$ cat src/rxe_pkg.sv
// shared constants and types of the receive error-syndrome unit
package rxe_pkg;
    // ==========================================
    // structure
    localparam int NUM_CHAN = 4;
    localparam int SYND_W = 4;
    localparam int MSG_W = 16;
    localparam int FS_W = 4;
    // input buffer depth, no less than the minimum asked of it
    localparam int FIFO_DEPTH = 4;
    localparam int PTR_W = 2;
    localparam int CNT_W = 3;
    // entry layout: {overload, syndrome, message}
    localparam int ENT_W = MSG_W + SYND_W + 1;
    localparam int ENT_MSG_LSB = 0;
    localparam int ENT_SYN_LSB = MSG_W;
    localparam int ENT_OVL_BIT = MSG_W + SYND_W;
    // ==========================================
    // frame sync completes on the ready pulse that arrives after this many, the third
    localparam logic [1:0] FS_LAST_PULSE = 2'h2;
    // ==========================================
    // minor-mode commands; node reset is the first
    typedef enum logic [3:0] {
        RXE_CMD_RESET = 4'h0,
        RXE_CMD_ASYNC_MON = 4'h1,
        RXE_CMD_SYNC_RX = 4'h2,
        RXE_CMD_FIXED_DLY = 4'h3,
        RXE_CMD_SYNC_CAPTURE = 4'h4,
        RXE_CMD_DIAGNOSIS = 4'h5,
        RXE_CMD_SCHED_UPDATE = 4'h6,
        RXE_CMD_PE_COMM = 4'h7,
        RXE_CMD_SYNC_KEEP = 4'h8
    } rxe_cmd_type;
    // ==========================================
    // control states
    typedef enum logic [2:0] {
        RXE_ST_IDLE = 3'b001,
        RXE_ST_BUSY = 3'b010,
        RXE_ST_WIN = 3'b100
    } rxe_state_type;
endpackage

$ cat src/rxe_chan_fifo.sv
// per-channel input buffer with occupancy count
`timescale 1ns/1ps
module rxe_chan_fifo (
    input wire logic clk,
    input wire logic rst,
    input wire logic clear,
    input wire logic push,
    input wire logic pop,
    input wire logic [rxe_pkg::ENT_W-1:0] wdata,
    output logic [rxe_pkg::ENT_W-1:0] rdata,
    output logic [rxe_pkg::CNT_W-1:0] count,
    output logic full,
    output logic empty
);
    import rxe_pkg::*;
    // ==========================================
    // storage
    logic [ENT_W-1:0] mem [FIFO_DEPTH];
    logic [PTR_W-1:0] wr_ptr;
    logic [PTR_W-1:0] rd_ptr;
    logic [PTR_W-1:0] next_wr_ptr;
    logic [PTR_W-1:0] next_rd_ptr;
    logic [CNT_W-1:0] next_count;
    logic do_push;
    logic do_pop;

    assign full = (count == CNT_W'(FIFO_DEPTH));
    assign empty = (count == '0);
    assign rdata = mem[rd_ptr];
    assign do_pop = pop && !empty;
    assign do_push = push && (!full || do_pop);

    always_comb begin
        next_wr_ptr = wr_ptr;
        next_rd_ptr = rd_ptr;
        next_count = count;
        if (clear) begin
            next_wr_ptr = '0;
            next_rd_ptr = '0;
            next_count = '0;
        end else begin
            if (do_push)
                next_wr_ptr = wr_ptr + PTR_W'(1);
            if (do_pop)
                next_rd_ptr = rd_ptr + PTR_W'(1);
            next_count = count + CNT_W'(do_push) - CNT_W'(do_pop);
        end
    end

    always_ff @(posedge clk or posedge rst) begin
        if (rst) begin
            wr_ptr <= '0;
            rd_ptr <= '0;
            count <= '0;
        end else begin
            wr_ptr <= next_wr_ptr;
            rd_ptr <= next_rd_ptr;
            count <= next_count;
        end
    end

    // stored entries are never overwritten
    always_ff @(posedge clk) begin
        if (do_push && !clear)
            mem[wr_ptr] <= wdata;
    end
endmodule

$ cat src/rxe_fsync.sv
// frame sync syndrome capture on process completion
`timescale 1ns/1ps
module rxe_fsync (
    input wire logic clk,
    input wire logic rst,
    input wire logic sreset,
    input wire logic capture_mode,
    input wire logic ready_pulse,
    input wire logic [rxe_pkg::FS_W-1:0] synd_in,
    output logic [rxe_pkg::FS_W-1:0] synd_out
);
    import rxe_pkg::*;
    // ==========================================
    // ready pulse counter
    logic [1:0] pulses;
    logic [1:0] next_pulses;
    logic [FS_W-1:0] next_synd_out;
    logic done;

    assign done = capture_mode && ready_pulse && pulses == FS_LAST_PULSE;

    always_comb begin
        next_pulses = pulses;
        next_synd_out = synd_out;
        if (sreset || !capture_mode) begin
            next_pulses = '0;
        end else if (done) begin
            next_pulses = '0;
            next_synd_out = synd_in;
        end else if (ready_pulse) begin
            next_pulses = pulses + 2'h1;
        end
        if (sreset)
            next_synd_out = '0;
    end

    always_ff @(posedge clk or posedge rst) begin
        if (rst) begin
            pulses <= '0;
            synd_out <= '0;
        end else begin
            pulses <= next_pulses;
            synd_out <= next_synd_out;
        end
    end
endmodule

$ cat src/rxe_unit.sv
// receive-side error-syndrome unit, top level
`timescale 1ns/1ps
// Contract
// - each receiver strobe means fresh message and syndrome; unit takes them
// - channel strobe and immediate syndromes appear one tick after transaction
// - immediate syndrome timing ignores window state
// - async monitoring presents message and aligned syndrome one tick later
// - other modes output aligned syndrome with its buffered message
// - aligned syndrome never asserted for receptions outside windows
// - aligned syndrome valid with window and strobe or ready pulse
// - overrun extra message never reaches aligned outputs
// - overload flagged when load exceeds maximum, tied to triggering message
// - no overload during async monitoring windows
// - immediate overload one tick after trigger in buffered modes
// - aligned overload rises with offending message on output
// - single-message window: overrun flag with expected output, not overload
// - each buffer holds at least the minimum depth
// - no overwrite; full drops arrivals unless a read coincides
// - dropped messages still give strobe and immediate flags only
// - frame sync syndrome reported on third ready pulse of capture mode
// - node reset honoured anytime, back to default
// - each command executed independently of order
// - every window starts with empty buffers
// - default state within two ticks of node reset
module rxe_unit (
    input wire logic MCLK,
    input wire logic RST,
    input wire logic NODE_RESET,
    input wire logic CMD_VALID,
    input wire logic [3:0] CMD_CODE,
    input wire logic CMD_DONE,
    input wire logic WINDOW_OPEN,
    input wire logic OUT_TAKE,
    input wire logic OUT_LAST,
    input wire logic [rxe_pkg::CNT_W-1:0] MAX_LOAD,
    input wire logic [rxe_pkg::NUM_CHAN-1:0] LINK_RX_STROBE,
    input wire logic [rxe_pkg::NUM_CHAN*rxe_pkg::MSG_W-1:0] LINK_RX_MESSAGE,
    input wire logic [rxe_pkg::NUM_CHAN*rxe_pkg::SYND_W-1:0] LINK_RX_SYND,
    input wire logic [rxe_pkg::FS_W-1:0] FRAME_SYNC_ERRORS,
    output logic IDLE,
    output logic WINDOW_ACTIVE,
    output logic OUTPUT_READY_PULSE,
    output logic [rxe_pkg::NUM_CHAN-1:0] CHAN_OUT_STROBE,
    output logic [rxe_pkg::NUM_CHAN*rxe_pkg::SYND_W-1:0]
        IMMEDIATE_LINK_SYNDROME,
    output logic [rxe_pkg::NUM_CHAN-1:0] IMMEDIATE_OVERLOAD_FLAG,
    output logic [rxe_pkg::NUM_CHAN*rxe_pkg::MSG_W-1:0] ALIGNED_MESSAGE_OUT,
    output logic [rxe_pkg::NUM_CHAN*rxe_pkg::SYND_W-1:0]
        ALIGNED_LINK_SYNDROME,
    output logic [rxe_pkg::NUM_CHAN-1:0] ALIGNED_OVERLOAD_FLAG,
    output logic [rxe_pkg::NUM_CHAN-1:0] INPUT_OVERRUN_FLAG,
    output logic [rxe_pkg::FS_W-1:0] FRAME_SYNC_SYNDROME
);
    import rxe_pkg::*;

    // ==========================================
    // command and window control
    rxe_state_type state;
    rxe_state_type next_state;
    rxe_cmd_type mode;
    rxe_cmd_type next_mode;
    logic next_ready;
    logic sreset;
    logic async_mode;
    logic win;
    logic take;

    // node reset or reset command wins over all else
    assign sreset = NODE_RESET ||
        (CMD_VALID && rxe_cmd_type'(CMD_CODE) == RXE_CMD_RESET);
    assign win = (state == RXE_ST_WIN);
    assign async_mode = (mode == RXE_CMD_ASYNC_MON);
    assign take = OUT_TAKE && win && !async_mode;
    assign IDLE = (state == RXE_ST_IDLE);
    assign WINDOW_ACTIVE = win;

    always_comb begin
        next_state = state;
        next_mode = mode;
        next_ready = take;
        // each command stands alone, no history kept
        unique case (state)
            RXE_ST_IDLE: begin
                if (CMD_VALID) begin
                    next_mode = rxe_cmd_type'(CMD_CODE);
                    next_state = RXE_ST_BUSY;
                end
            end
            RXE_ST_BUSY: begin
                if (CMD_DONE)
                    next_state = RXE_ST_IDLE;
                else if (WINDOW_OPEN)
                    next_state = RXE_ST_WIN;
            end
            RXE_ST_WIN: begin
                if (CMD_DONE)
                    next_state = RXE_ST_IDLE;
                else if (!WINDOW_OPEN)
                    next_state = RXE_ST_BUSY;
            end
            default: next_state = RXE_ST_IDLE;
        endcase
        // default reached one tick after reset seen
        if (sreset) begin
            next_state = RXE_ST_IDLE;
            next_mode = RXE_CMD_RESET;
            next_ready = 1'b0;
        end
    end

    always_ff @(posedge MCLK or posedge RST) begin
        if (RST) begin
            state <= RXE_ST_IDLE;
            mode <= RXE_CMD_RESET;
            OUTPUT_READY_PULSE <= 1'b0;
        end else begin
            state <= next_state;
            mode <= next_mode;
            OUTPUT_READY_PULSE <= next_ready;
        end
    end

    // ==========================================
    // per-channel paths
    genvar i;
    generate
        for (i = 0; i < NUM_CHAN; i++) begin : g_chan
            logic strobe;
            logic [MSG_W-1:0] msg;
            logic [SYND_W-1:0] synd;
            logic [ENT_W-1:0] head;
            logic [CNT_W-1:0] count;
            logic full;
            logic empty;
            logic accept;
            logic flush;
            logic popped;
            logic stored;
            logic [CNT_W:0] load;
            logic [CNT_W:0] left;
            logic ovl;
            logic next_strobe;
            logic [SYND_W-1:0] next_imm_synd;
            logic next_imm_ovl;
            logic [MSG_W-1:0] next_msg;
            logic [SYND_W-1:0] next_lnk;
            logic next_ovl;
            logic next_ovr;

            // every strobe is a transaction, error-only or not
            assign strobe = LINK_RX_STROBE[i];
            assign msg = LINK_RX_MESSAGE[i*MSG_W +: MSG_W];
            assign synd = LINK_RX_SYND[i*SYND_W +: SYND_W];
            // buffered modes load only inside windows
            assign accept = strobe && win && !async_mode;
            // buffers emptied as a window opens
            assign flush = sreset || (WINDOW_OPEN && !win);
            assign popped = take && !empty;
            assign stored = accept && (!full || popped);
            assign load = {1'b0, count} + (CNT_W+1)'(1)
                - (CNT_W+1)'(popped);
            assign left = {1'b0, count} + (CNT_W+1)'(stored)
                - (CNT_W+1)'(popped);
            // overload tied to the triggering message
            assign ovl = accept && (load > {1'b0, MAX_LOAD});

            rxe_chan_fifo u_fifo (
                .clk(MCLK),
                .rst(RST),
                .clear(flush),
                .push(accept),
                .pop(take),
                .wdata({ovl, synd, msg}),
                .rdata(head),
                .count(count),
                .full(full),
                .empty(empty)
            );

            always_comb begin
                next_strobe = strobe;
                next_imm_synd = strobe ? synd
                    : IMMEDIATE_LINK_SYNDROME[i*SYND_W +: SYND_W];
                next_imm_ovl = ovl;
                next_msg = ALIGNED_MESSAGE_OUT[i*MSG_W +: MSG_W];
                next_lnk = '0;
                next_ovl = 1'b0;
                next_ovr = 1'b0;
                if (async_mode && strobe) begin
                    // message and syndrome one tick after reception
                    next_msg = msg;
                    next_lnk = win ? synd : '0;
                end else if (take) begin
                    // extra messages stay behind, flushed later
                    if (!empty) begin
                        next_msg = head[ENT_MSG_LSB +: MSG_W];
                        next_lnk = head[ENT_SYN_LSB +: SYND_W];
                        next_ovl = head[ENT_OVL_BIT];
                    end
                    // leftovers at last output are overrun
                    next_ovr = OUT_LAST && (left != '0);
                end
                if (sreset) begin
                    next_strobe = 1'b0;
                    next_imm_synd = '0;
                    next_imm_ovl = 1'b0;
                    next_msg = '0;
                    next_lnk = '0;
                    next_ovl = 1'b0;
                    next_ovr = 1'b0;
                end
            end

            always_ff @(posedge MCLK or posedge RST) begin
                if (RST) begin
                    CHAN_OUT_STROBE[i] <= 1'b0;
                    IMMEDIATE_LINK_SYNDROME[i*SYND_W +: SYND_W] <= '0;
                    IMMEDIATE_OVERLOAD_FLAG[i] <= 1'b0;
                    ALIGNED_MESSAGE_OUT[i*MSG_W +: MSG_W] <= '0;
                    ALIGNED_LINK_SYNDROME[i*SYND_W +: SYND_W] <= '0;
                    ALIGNED_OVERLOAD_FLAG[i] <= 1'b0;
                    INPUT_OVERRUN_FLAG[i] <= 1'b0;
                end else begin
                    CHAN_OUT_STROBE[i] <= next_strobe;
                    IMMEDIATE_LINK_SYNDROME[i*SYND_W +: SYND_W]
                        <= next_imm_synd;
                    IMMEDIATE_OVERLOAD_FLAG[i] <= next_imm_ovl;
                    ALIGNED_MESSAGE_OUT[i*MSG_W +: MSG_W] <= next_msg;
                    ALIGNED_LINK_SYNDROME[i*SYND_W +: SYND_W] <= next_lnk;
                    ALIGNED_OVERLOAD_FLAG[i] <= next_ovl;
                    INPUT_OVERRUN_FLAG[i] <= next_ovr;
                end
            end
        end
    endgenerate

    // ==========================================
    // frame sync syndromes
    rxe_fsync u_fsync (
        .clk(MCLK),
        .rst(RST),
        .sreset(sreset),
        .capture_mode(mode == RXE_CMD_SYNC_CAPTURE),
        .ready_pulse(OUTPUT_READY_PULSE),
        .synd_in(FRAME_SYNC_ERRORS),
        .synd_out(FRAME_SYNC_SYNDROME)
    );
endmodule

$ cat config.mk
export PLATFORM = sky130hd
export DESIGN_NAME = rxe_unit
export DESIGN_NICKNAME = d
export VERILOG_FILES = /design/src/rxe_pkg.sv /design/src/rxe_chan_fifo.sv /design/src/rxe_fsync.sv /design/src/rxe_unit.sv
export SDC_FILE = /design/constraint.sdc
export NUM_CORES = 1
export LEC_CHECK = 0
export BUFFER_PORTS_ARGS = -buffer_cell sky130_fd_sc_hd__buf_4
export CAP_MARGIN = 10
export CORE_MARGIN = 1.5
export CORE_UTILIZATION = 53
export CTS_CLUSTER_DIAMETER = 120
export DETAILED_ROUTE_END_ITERATION = 8
export GPL_ROUTABILITY_DRIVEN = 0
export HOLD_SLACK_MARGIN = 0.15
export PLACE_DENSITY_LB_ADDON = 0.05
export SLEW_MARGIN = 15
export SYNTH_ARGS = -nofsm -noshare
export SYNTH_HDL_FRONTEND = slang
export SYNTH_HIERARCHICAL = 1
export SYNTH_SLANG_ARGS = --single-unit
$ cat constraint.sdc
create_clock -name MCLK -period 3.5 [get_ports MCLK]
set_input_delay 0.175 -clock MCLK [delete_from_list [all_inputs] [get_ports MCLK]]
set_output_delay 0.175 -clock MCLK [all_outputs]
set_load 0.05 [all_outputs]
# Word level (Yosys, flattened, before mapping)
# Memory sizes are Yosys's and may differ from the RTL's.
# Index checks and enable logic that the tools add are counted.
[op_classes]
eq_ne = 18
muxes = 125
reduce_logical = 93
addsub = 33
magnitude_cmp = 4
[op_table]
columns = ["op", "count"]
rows = [
  ["2-to-1 mux 16 bit", 16],
  ["2-to-1 mux 4 bit", 34],
  ["2-to-1 mux 1 bit", 45],
  ["logical AND 1 bit", 38],
  ["2-to-1 mux 2 bit", 19],
  ["subtractor 4 x 1 -> 4 bit", 8],
  ["2-to-1 mux 3 bit", 10],
  ["nonzero test 2 bit", 15],
  ["adder 2 x 1 -> 2 bit (second input constant)", 9],
  ["adder 3 x 1 -> 4 bit", 4],
  ["adder 3 x 1 -> 4 bit (second input constant)", 4],
  ["greater-than comparator 4 x 3 -> 1 bit", 4],
  ["nonzero test 4 bit", 4],
  ["== test 3 bit (second input constant)", 5],
  ["!= test 3 x 2 -> 1 bit (second input constant)", 5],
  ["nonzero test 3 bit", 5],
  ["adder 3 x 1 -> 3 bit", 4],
  ["logical NOT 1 bit", 12],
  ["logical NOT 3 bit", 4],
  ["AND reduction 2 bit", 6],
  ["subtractor 3 x 1 -> 3 bit", 4],
  ["one-hot mux 3 bit (3 select lines)", 1],
  ["!= test 4 bit (second input constant)", 2],
  ["logical OR 1 bit", 7],
  ["8 further kinds", 8],
]
[totals]
regBits = 154
in_bits = 103
word_cells = 322
memories = 4
ram_bits = 336
[memory_table]
columns = ["name", "depth", "word_bits", "rd", "rd_clocked_by_memory_dff", "write_ports", "line_no", "text"]
rows = [
  ["g_chan[0].u_fifo.mem", 4, 21, 1, 0, 1, "rxe_chan_fifo.sv:18", "logic [ENT_W-1:0] mem [FIFO_DEPTH];"],
  ["g_chan[1].u_fifo.mem", 4, 21, 1, 0, 1, "rxe_chan_fifo.sv:18", ""],
  ["g_chan[2].u_fifo.mem", 4, 21, 1, 0, 1, "rxe_chan_fifo.sv:18", ""],
  ["g_chan[3].u_fifo.mem", 4, 21, 1, 0, 1, "rxe_chan_fifo.sv:18", ""],
]

# Longest topological paths before layout
# Gate-level depths: netlist (run 1).
[logic_depth]
depth_word = 13
mapped_depth = 15
depth_no_buf = 13

# Hierarchy
# Netlist (run 1), hierarchy kept.
[modules_own_cells]
columns = ["mod", "cells_per_inst", "n_inst", "area_per_inst_um2", "seq_area_each_um2"]
rows = [
  ["rxe_chan_fifo", 156, 4, 3520.9, 2697.6],
  ["rxe_unit", 684, 1, 6837.8, 3004.1],
  ["rxe_fsync", 28, 1, 296.5, 150.1],
]

# Worst setup path after synthesis (run 1)
# OpenSTA, ideal clock, no wires.
[synth_path]
kind = "reg2reg"
from = "register state[1]"
to = "register g_chan[0].u_fifo/count[2] (netlist bit)"
path_stages_with_launch = 11
arrival_ps = 3526
path_buffers = 0
slack_ps = -157
path_cell_list = "dfrtp_1 -> or3b_4 -> nor3_1 -> o31ai_2 -> nor2_1 -> a21o_1 -> ha_1 -> inv_1 -> fa_1 -> xnor2_1 -> nor2_1"
[synth_between]
elab_chain_len = 9
[synth_lines]
columns = ["element", "line_no", "text"]
rows = [
  ["start, declared", "rxe_unit.sv:58", "rxe_state_type state;"],
  ["start signal, assigned", "rxe_unit.sv:117", "state <= next_state;"],
  ["== test 3 bit *", "rxe_unit.sv:71", "assign win = (state == RXE_ST_WIN);"],
  ["logical AND 1 bit * (2 in series)", "rxe_unit.sv:73", "assign take = OUT_TAKE && win && !async_mode;"],
  ["via take", "rxe_unit.sv:66", "logic take;"],
  ["logical AND 1 bit *", "rxe_chan_fifo.sv:30", "assign do_pop = pop && !empty;"],
  ["logical OR 1 bit", "rxe_chan_fifo.sv:31", "assign do_push = push && (!full || do_pop);"],
  ["logical AND 1 bit", "rxe_chan_fifo.sv:31", ""],
  ["adder 3 x 1 -> 3 bit", "rxe_chan_fifo.sv:46", "next_count = count + CNT_W'(do_push) - CNT_W'(do_pop);"],
  ["subtractor 3 x 1 -> 3 bit *", "rxe_chan_fifo.sv:46", ""],
  ["2-to-1 mux 3 bit *", "rxe_chan_fifo.sv:37", "if (clear) begin"],
  ["via g_chan[0].u_fifo.next_count[2]", "rxe_chan_fifo.sv:23", "logic [CNT_W-1:0] next_count;"],
  ["end signal, assigned", "rxe_chan_fifo.sv:58", "count <= next_count;"],
  ["end, declared", "rxe_chan_fifo.sv:11", "output logic [rxe_pkg::CNT_W-1:0] count,"],
]
# The timed path passes the listed nets; every way through them passes the cells marked *.
# A chain may end at the register's enable or synchronous reset.

# Worst setup path in the final report (run 1)
[layout_path]
from = "register state[1]"
to = "memory g_chan[1].u_fifo/mem[3][20] (netlist bit), data pin"
[layout_between]
elab_chain_len = 7
[layout_lines]
columns = ["element", "line_no", "text"]
rows = [
  ["== test 3 bit *", "rxe_unit.sv:71", ""],
  ["logical AND 1 bit (2 in series)", "rxe_unit.sv:73", ""],
  ["logical AND 1 bit", "rxe_unit.sv:158", "assign popped = take && !empty;"],
  ["subtractor 4 x 1 -> 4 bit", "rxe_unit.sv:161", "- (CNT_W+1)'(popped);"],
  ["greater-than comparator 4 x 3 -> 1 bit", "rxe_unit.sv:165", "assign ovl = accept && (load > {1'b0, MAX_LOAD});"],
  ["logical AND 1 bit *", "rxe_unit.sv:165", ""],
  ["via g_chan[1].ovl", "rxe_unit.sv:141", "logic ovl;"],
  ["end, declared", "rxe_chan_fifo.sv:18", ""],
]
# Marked as above.

==> impl_metrics.yaml, run 1 <==
final_layout:
  drive_gt1_frac: 0.327
  areaGrowthSynthToFinish_pct: 23.8
  final_common_cell: "edfxtp_1"
  mostFrequentLayoutCells: "336 x edfxtp_1, 278 x buf_4, 153 x dfrtp_1, 109 x dlygate4sd3_1, 108 x a21oi_2"
  finalNonFillerCells: 2274
  nets: 1877
  fin_util: 0.663
cts:
  cts_buffer_depth: 3
  clk_pin_slew_ns: 0.06
  cts_tree: "done"
  worstSkewPairLatency_ns: 0.58
  cts-root-buf: "clkbuf_16"
  htreeDepth: 2
  clock_sinks: 490
  cts_inserted_buffers: 51
  cts_setup_buffers: 0
drt:
  ant_nets: 0
  totalWireLength_um: 48300
  viasPerCell: 5.49
  firstDrtPassIters: 7
  drt_iter0_drc: 713
  vias: 12473
  routedWlPerCell_um: 21.2
  drc_errors: 0
sta:
  period_share: 0.937
  hold_viol: 0
  final_max_slew_viol_count: 0
  fin_tns_setup_ns: 0
  max_freq_mhz: 305
  min_period_ns: 3.28
  fin_skew_ns: 0.00966
  finalSetupViolations: 0
  rsz0062_at_grt: "false"
  worst_slew_pin_slew_ns: 1.14
  max_slew_margin: 0.243
power_and_ir_drop:
  swShare: 0.215
  power_density_nw_per_um2: 474
  p_comb_frac: 0.061
  peakVddDrop_uv: 409
  intPower_mw: 9.78
  p_switching_mw: 2.68
  leakage_nw: 10.0
  pwr-share-clk: 0.435
  pwr-share-seq: 0.504
logic_synthesis:
  syn_nets: 1507
  yosysWarningCount: 6
  synthArstFlopShare: 0.314
  mappedNetlistArea_sq_um: 21200
  synth_edf_count: 336
  synth_cells: 1336
  avgSynthCellArea_sq_um: 15.9
  synthFlopType: "edfxtp_1"
  synthDistinctLibCells: 50
  seq_area_frac_synth: 0.657
  ys_ff_latch: 490
setup_path:
  cp.arrival_ns: 3.56
  cp_data_required_time_ns: 3.78
  crit_type: "reg -> reg"
  critical_path.startpoint_type: "flip-flop"
  worstPathMaxFanout: 7
  critPathCaptureType: "flip-flop"
global_routing:
  antenna_found_initial: 1
  grt_pass1_wl_um: 75600
  grt_pass1_vias: 13319
  track_usage: 0.241
  gr-total-overflow: 0
  grt_max_degree: 89
placed_design:
  hpwlAfterDp_um: 29300
  io_buffers: 221
  dp_cells: 2069
min_path:
  hold_path_class: "in -> async"
status:
  status: "complete, no violations"
floorplan:
  num_rows: 73
  die_x_um: 203
  dieArea_sq_um: 41200
  core-area_sq_um: 39600
  start_util: 0.535
  dieHeight_um: 203
  io-pin-count: 222
job:
  max_cap_violations: 0
==> metal layers <==
metal  GRT usage  wire length (um)  vias to the layer above  part of all wire
li1            -                 -                     5736                 -
met1       0.329             21100                     6418              0.44
met2       0.409             24500                      270              0.51
met3      0.0398              1980                       49             0.041
met4      0.0571               675                        0             0.014
met5           0                 0                        -                 0
==> final cells by class <==
class,instances,area (sq um)
sequential,490,13900
fill,2869,13400
multi-input combinational,712,6530
timing repair buffer,388,3200
clock buffer,74,1460
tap,525,657
inverter,63,262
clock inverter,21,223
antenna,1,2.50
==> cell usage after synthesis, drive strengths merged (6+ instances only) <==
master,n,area [sq um]
nor2,64,240
nor3b,13,97.6
mux2i,20,200
and2,29,181
nand2b,13,81.3
xnor2,13,114
and3,9,56.3
nand3,9,45.0
nor3,6,30.0
nand3b,6,45.0
ha,56,701
a21o,8,60.1
nand2,82,308
xor2,12,105
o21ai,70,350
clkbuf,23,86.3
a32oi,16,140
mux4,84,1890
nor2b,12,85.1
nor4b,6,119
a21oi,143,1120
edfxtp,336,10100
fa,12,240
inv,59,221
buf,48,428
dfrtp,153,3830
==> logic make-up (layout without fill, tap and decap cells) <==
group | Yosys count | count (layout) | synth area share
other | 0 | 1 | 0
AO/OA/AOI/OAI | 253 | 253 | 0.0859
buffers and inverters | 134 | 546 | 0.0363
XOR/XNOR | 25 | 25 | 0.0103
multiplexers | 108 | 108 | 0.101
adder cells (fa/ha/maj) | 68 | 68 | 0.0443
flip-flops | 490 | 490 | 0.657
AND/OR/NAND/NOR | 258 | 258 | 0.0645
==> metrics by stage <==
stage / total power, mW / setup slack (ns) / hold slack (ns) / instance area, sq um
global placement: 7.05 / 0.326 / 0.215 / 23500
CTS: 12.6 / 0.225 / 0.159 / 26300
floorplan: 6.74 / 0.141 / -0.0340 / 21200
detailed placement: 7.06 / 0.256 / 0.212 / 23500
global route: 12.8 / 0.0129 / 0.196 / 26300
finish: 12.5 / 0.221 / 0.201 / 26300
==> power groups by stage <==
stage | logic, mW | clock network (mW) | registers (mW)
after floorplan | 0.203 | 0 | 6.53
after global placement | 0.652 | 0 | 6.39
after detailed placement | 0.664 | 0 | 6.39
after CTS | 0.764 | 5.53 | 6.28
after global routing | 0.818 | 5.75 | 6.28
final | 0.762 | 5.42 | 6.28
==> critical path, cell delays in order, from the launching register on <==
cell      delay (ns)
dfrtp_1         0.40
or3b_4          0.45
or4_1           0.45
ha_1            0.21
ha_1            0.20
inv_1           0.07
fa_1            0.41
nor2_1          0.14
o21ai_0         0.09
a211oi_1        0.58
==> worst paths after layout <==
path                                                 start                     endpoint  slack [ns]  cells after the start
min in group MCLK                              MAX_LOAD[2]  g_chan[0].u_fifo/mem[2][20]        0.26                      3
max in group asynchronous                              RST     ALIGNED_LINK_SYNDROME[0]        2.17                      4
worst min-delay path                                   RST          u_fsync/synd_out[3]        0.20                      3
worst min register to register  IMMEDIATE_LINK_SYNDROME[4]   IMMEDIATE_LINK_SYNDROME[4]        0.52                      2
worst max register to register                    state[1]  g_chan[1].u_fifo/mem[3][20]        0.22                      9
worst max-delay path                              state[1]  g_chan[1].u_fifo/mem[3][20]        0.22                      9
==> state kept, by name, indices dropped and copies added (netlist names) <==
name,cells
g_chan.u_fifo/rd_ptr,8
OUTPUT_READY_PULSE,1
ALIGNED_MESSAGE_OUT,64
g_chan.u_fifo/mem,336
mode,4
u_fsync/synd_out,4
ALIGNED_LINK_SYNDROME,16
g_chan.u_fifo/count,12
CHAN_OUT_STROBE,4
g_chan.u_fifo/wr_ptr,8
u_fsync/pulses,2
ALIGNED_OVERLOAD_FLAG,4
state,3
IMMEDIATE_LINK_SYNDROME,16
INPUT_OVERRUN_FLAG,4
IMMEDIATE_OVERLOAD_FLAG,4
==> repair_timing <==
action / 4_1_cts / 5_1_grt
hold buffers: 109 / 0
hold endpoints to repair: 571 / 0
resized for setup: 0 / 0
(Power assumes the default switching activity.)
==> run 2, diff against run 1 <==
- HOLD_SLACK_MARGIN: 0.15 -> 0.1
- SYNTH_HIERARCHICAL: 1 -> not set
==> run 2 against run 1 <==
Compared with the run above:
- final area decreased by 3.7%
- register-to-register slack better by 0.31 ns
- highest routed layer is now met5
- sequential share of layout area grew 2.1 points
==> impl_metrics.yaml, run 2 <==
status:
  status: "complete, no violations"
sta:
  max_freq_mhz: 337
  setup_ws_ns: 0.536
  finalSetupViolations: 0
  hold_viol: 0
  min_period_ns: 2.96
  worst_slew_pin_slew_ns: 1.07
  final_max_slew_viol_count: 0
  fin_skew_ns: 0.0230
  rsz0062_at_grt: "false"
  fin_tns_setup_ns: 0
  period_share: 0.847
  max_slew_margin: 0.287
drt:
  routedWlPerCell_um: 21.0
  dr_wl_met2_um: 21700
  ant_nets: 0
  vias: 11434
  routed-wl-met3_um: 2100
  firstDrtPassIters: 5
  drt_iter0_drc: 549
  viasPerCell: 5.48
  wl_met1_um: 19300
  totalWireLength_um: 43900
  dr.max_layer_used: "met5"
  drc_errors: 0
logic_synthesis:
  avgSynthCellArea_sq_um: 17.0
  yosysWarningCount: 0
  syn_nets: 1339
  synthFlopType: "edfxtp_1"
  yosysTopAreaCell: "edfxtp_1"
  synthArstFlopShare: 0.314
  synthTopCellsByCount: "336 x edfxtp_1, 153 x dfrtp_1, 84 x mux4_2, 58 x mux2i_1, 57 x nor2_1"
  synth_cells: 1176
  ys_ff_latch: 490
  ys_top_cells_by_area: "edfxtp_1 50%, dfrtp_1 19%, mux4_2 9.4%"
  yosysMostFrequentCell: "edfxtp_1"
  mappedNetlistArea_sq_um: 20000
  synth_edf_count: 336
  synth_top_area_share: 0.503
  seq_area_frac_synth: 0.696
  synthDistinctLibCells: 50
floorplan:
  dieHeight_um: 197
  start_util: 0.535
  num_rows: 71
  core-area_sq_um: 37500
  dieArea_sq_um: 39000
  io-pin-count: 222
  die_x_um: 197
global_routing:
  grt_pass1_wl_um: 67500
  track_usage: 0.230
  antenna_found_initial: 2
  grt_max_degree: 90
  gr-total-overflow: 0
  grt_pass1_vias: 11834
cts:
  cts_buffer_depth: 3
  clk_pin_slew_ns: 0.06
  cts_tree: "done"
  clock_sinks: 490
  cts-root-buf: "clkbuf_16"
  ctsResizeCount: 0
  cts_inserted_buffers: 50
  ctsHoldBuffers: 107
  htreeDepth: 2
  worstSkewPairLatency_ns: 0.59
  cts_setup_buffers: 0
power_and_ir_drop:
  peakVddDrop_uv: 421
  power_density_nw_per_um2: 490
  intPower_mw: 9.79
  leakage_nw: 9.69
  swShare: 0.211
  p_switching_mw: 2.62
  pwr-share-seq: 0.505
  pwr-share-clk: 0.440
  p_comb_frac: 0.055
final_layout:
  reg_top3: "g_chan.u_fifo.mem (336), ALIGNED_MESSAGE_OUT (64)"
  finalNonFillerCells: 2087
  areaGrowthSynthToFinish_pct: 26.2
  largest_register: "g_chan.u_fifo.mem"
  largest_reg_flops: 336
  drive_gt1_frac: 0.278
  design_area_sq_um: 25300
  mostFrequentLayoutCells: "336 x edfxtp_1, 251 x buf_4, 153 x dfrtp_1, 107 x dlygate4sd3_1, 84 x mux4_2"
  nets: 1696
  final_common_cell: "edfxtp_1"
setup_path:
  crit_type: "reg -> reg"
  path_buf_inv: 0
  worstPathMaxFanout: 11
  cpMaxStageDelayCell: "or4b_1"
  crit_top_cell: "ha_1"
  r2r_start: "mode[1]"
  slowest_delay_ns: 0.78
  critPathCaptureType: "flip-flop"
  timing.rr.end: "g_chan[2].u_fifo.mem[0][20]"
  rrSetupSlack_ns: 0.54
  worst_r2r_path_depth: 7
  critical_path.startpoint_type: "flip-flop"
  cp_data_required_time_ns: 3.86
  cp.arrival_ns: 3.32
  cp_top_family: "simple AND/OR/NAND/NOR gates"
  crit_start: "mode[1]"
  path_cells: "or4b_1 > nand3_2 > ha_1 > ha_1 > fa_1 > and4_1 > nor3_1"
min_path:
  hold_path_class: "in -> reg"
  whs_endpoint: "IMMEDIATE_OVERLOAD_FLAG[2]"
  min_from: "MAX_LOAD[0]"
  hold_path_depth: 4
placed_design:
  dp_cells: 1885
  place_ws_ns: 0.511
  io_buffers: 221
  hpwlAfterDp_um: 26700
  placed_area_sq_um: 22500
job:
  max_cap_violations: 0
[run 2: cells by family (layout without fill, tap and decap cells)]
kind of cell | after synthesis | after routing | synth area share
AOI/OAI and AO/OA | 150 | 150 | 0.0498
and+or+nand+nor | 199 | 199 | 0.0581
DFF | 490 | 490 | 0.696
adders and majority gates | 60 | 60 | 0.0404
xor gates and xnor gates | 19 | 19 | 0.00830
buffers and inverters | 116 | 514 | 0.0245
muxes | 142 | 142 | 0.123
other | 0 | 2 | 0
[run 2: power groups by stage]
stage | registers (mW) | clock network, mW | logic (mW)
5_1_grt | 6.27 | 5.79 | 0.728
3_5_place_dp | 6.39 | 0 | 0.586
2_1_floorplan | 6.51 | 0 | 0.163
6_report | 6.27 | 5.46 | 0.680
3_3_place_gp | 6.39 | 0 | 0.574
4_1_cts | 6.27 | 5.57 | 0.685
[run 2: layout make-up]
class,count,area (sq um)
Fill cell,2629,12200
Clock inverter,19,219
Sequential cell,490,13900
Tap cell,511,639
Multi-Input combinational cell,570,5640
Antenna cell,2,5.00
Timing Repair Buffer,369,3180
Inverter,52,199
Clock buffer,74,1480
[run 2: worst max path at each step]
stage | end | slack, ns | depth (start not counted)
after floorplan | g_chan[3].u_fifo.mem[0][20] | 0.65 | 10
after global placement | g_chan[2].u_fifo.mem[2][20] | 0.63 | 7
after detailed placement | g_chan[2].u_fifo.mem[3][20] | 0.51 | 7
after CTS | g_chan[2].u_fifo.mem[0][20] | 0.51 | 7
after global routing | g_chan[2].u_fifo.mem[3][20] | 0.28 | 7
final | g_chan[2].u_fifo.mem[0][20] | 0.54 | 7
[run 2: worst reg2reg max path: cells and delay by family (launching register included)]
kind / cells / cell delay [ns]
flip-flops: 1 / 0.43
adder cells (fa/ha/maj): 3 / 0.79
AND/OR/NAND/NOR: 4 / 1.52
[run 2: metal layers]
metal / track usage / up-vias
met2: 0.380 / 261
met4: 0.0698 / 2
met5: 0 / -
li1: - / 5254
met3: 0.0370 / 62
met1: 0.316 / 5855
[run 2: through the flow]
step	total power [mW]	util	hold slack (ns)
after global routing	12.8	0.675	0.174
after global placement	6.96	0.601	0.341
after detailed placement	6.97	0.601	0.348
final	12.4	0.675	0.166
after CTS	12.5	0.675	0.143
after floorplan	6.68	-	0.274
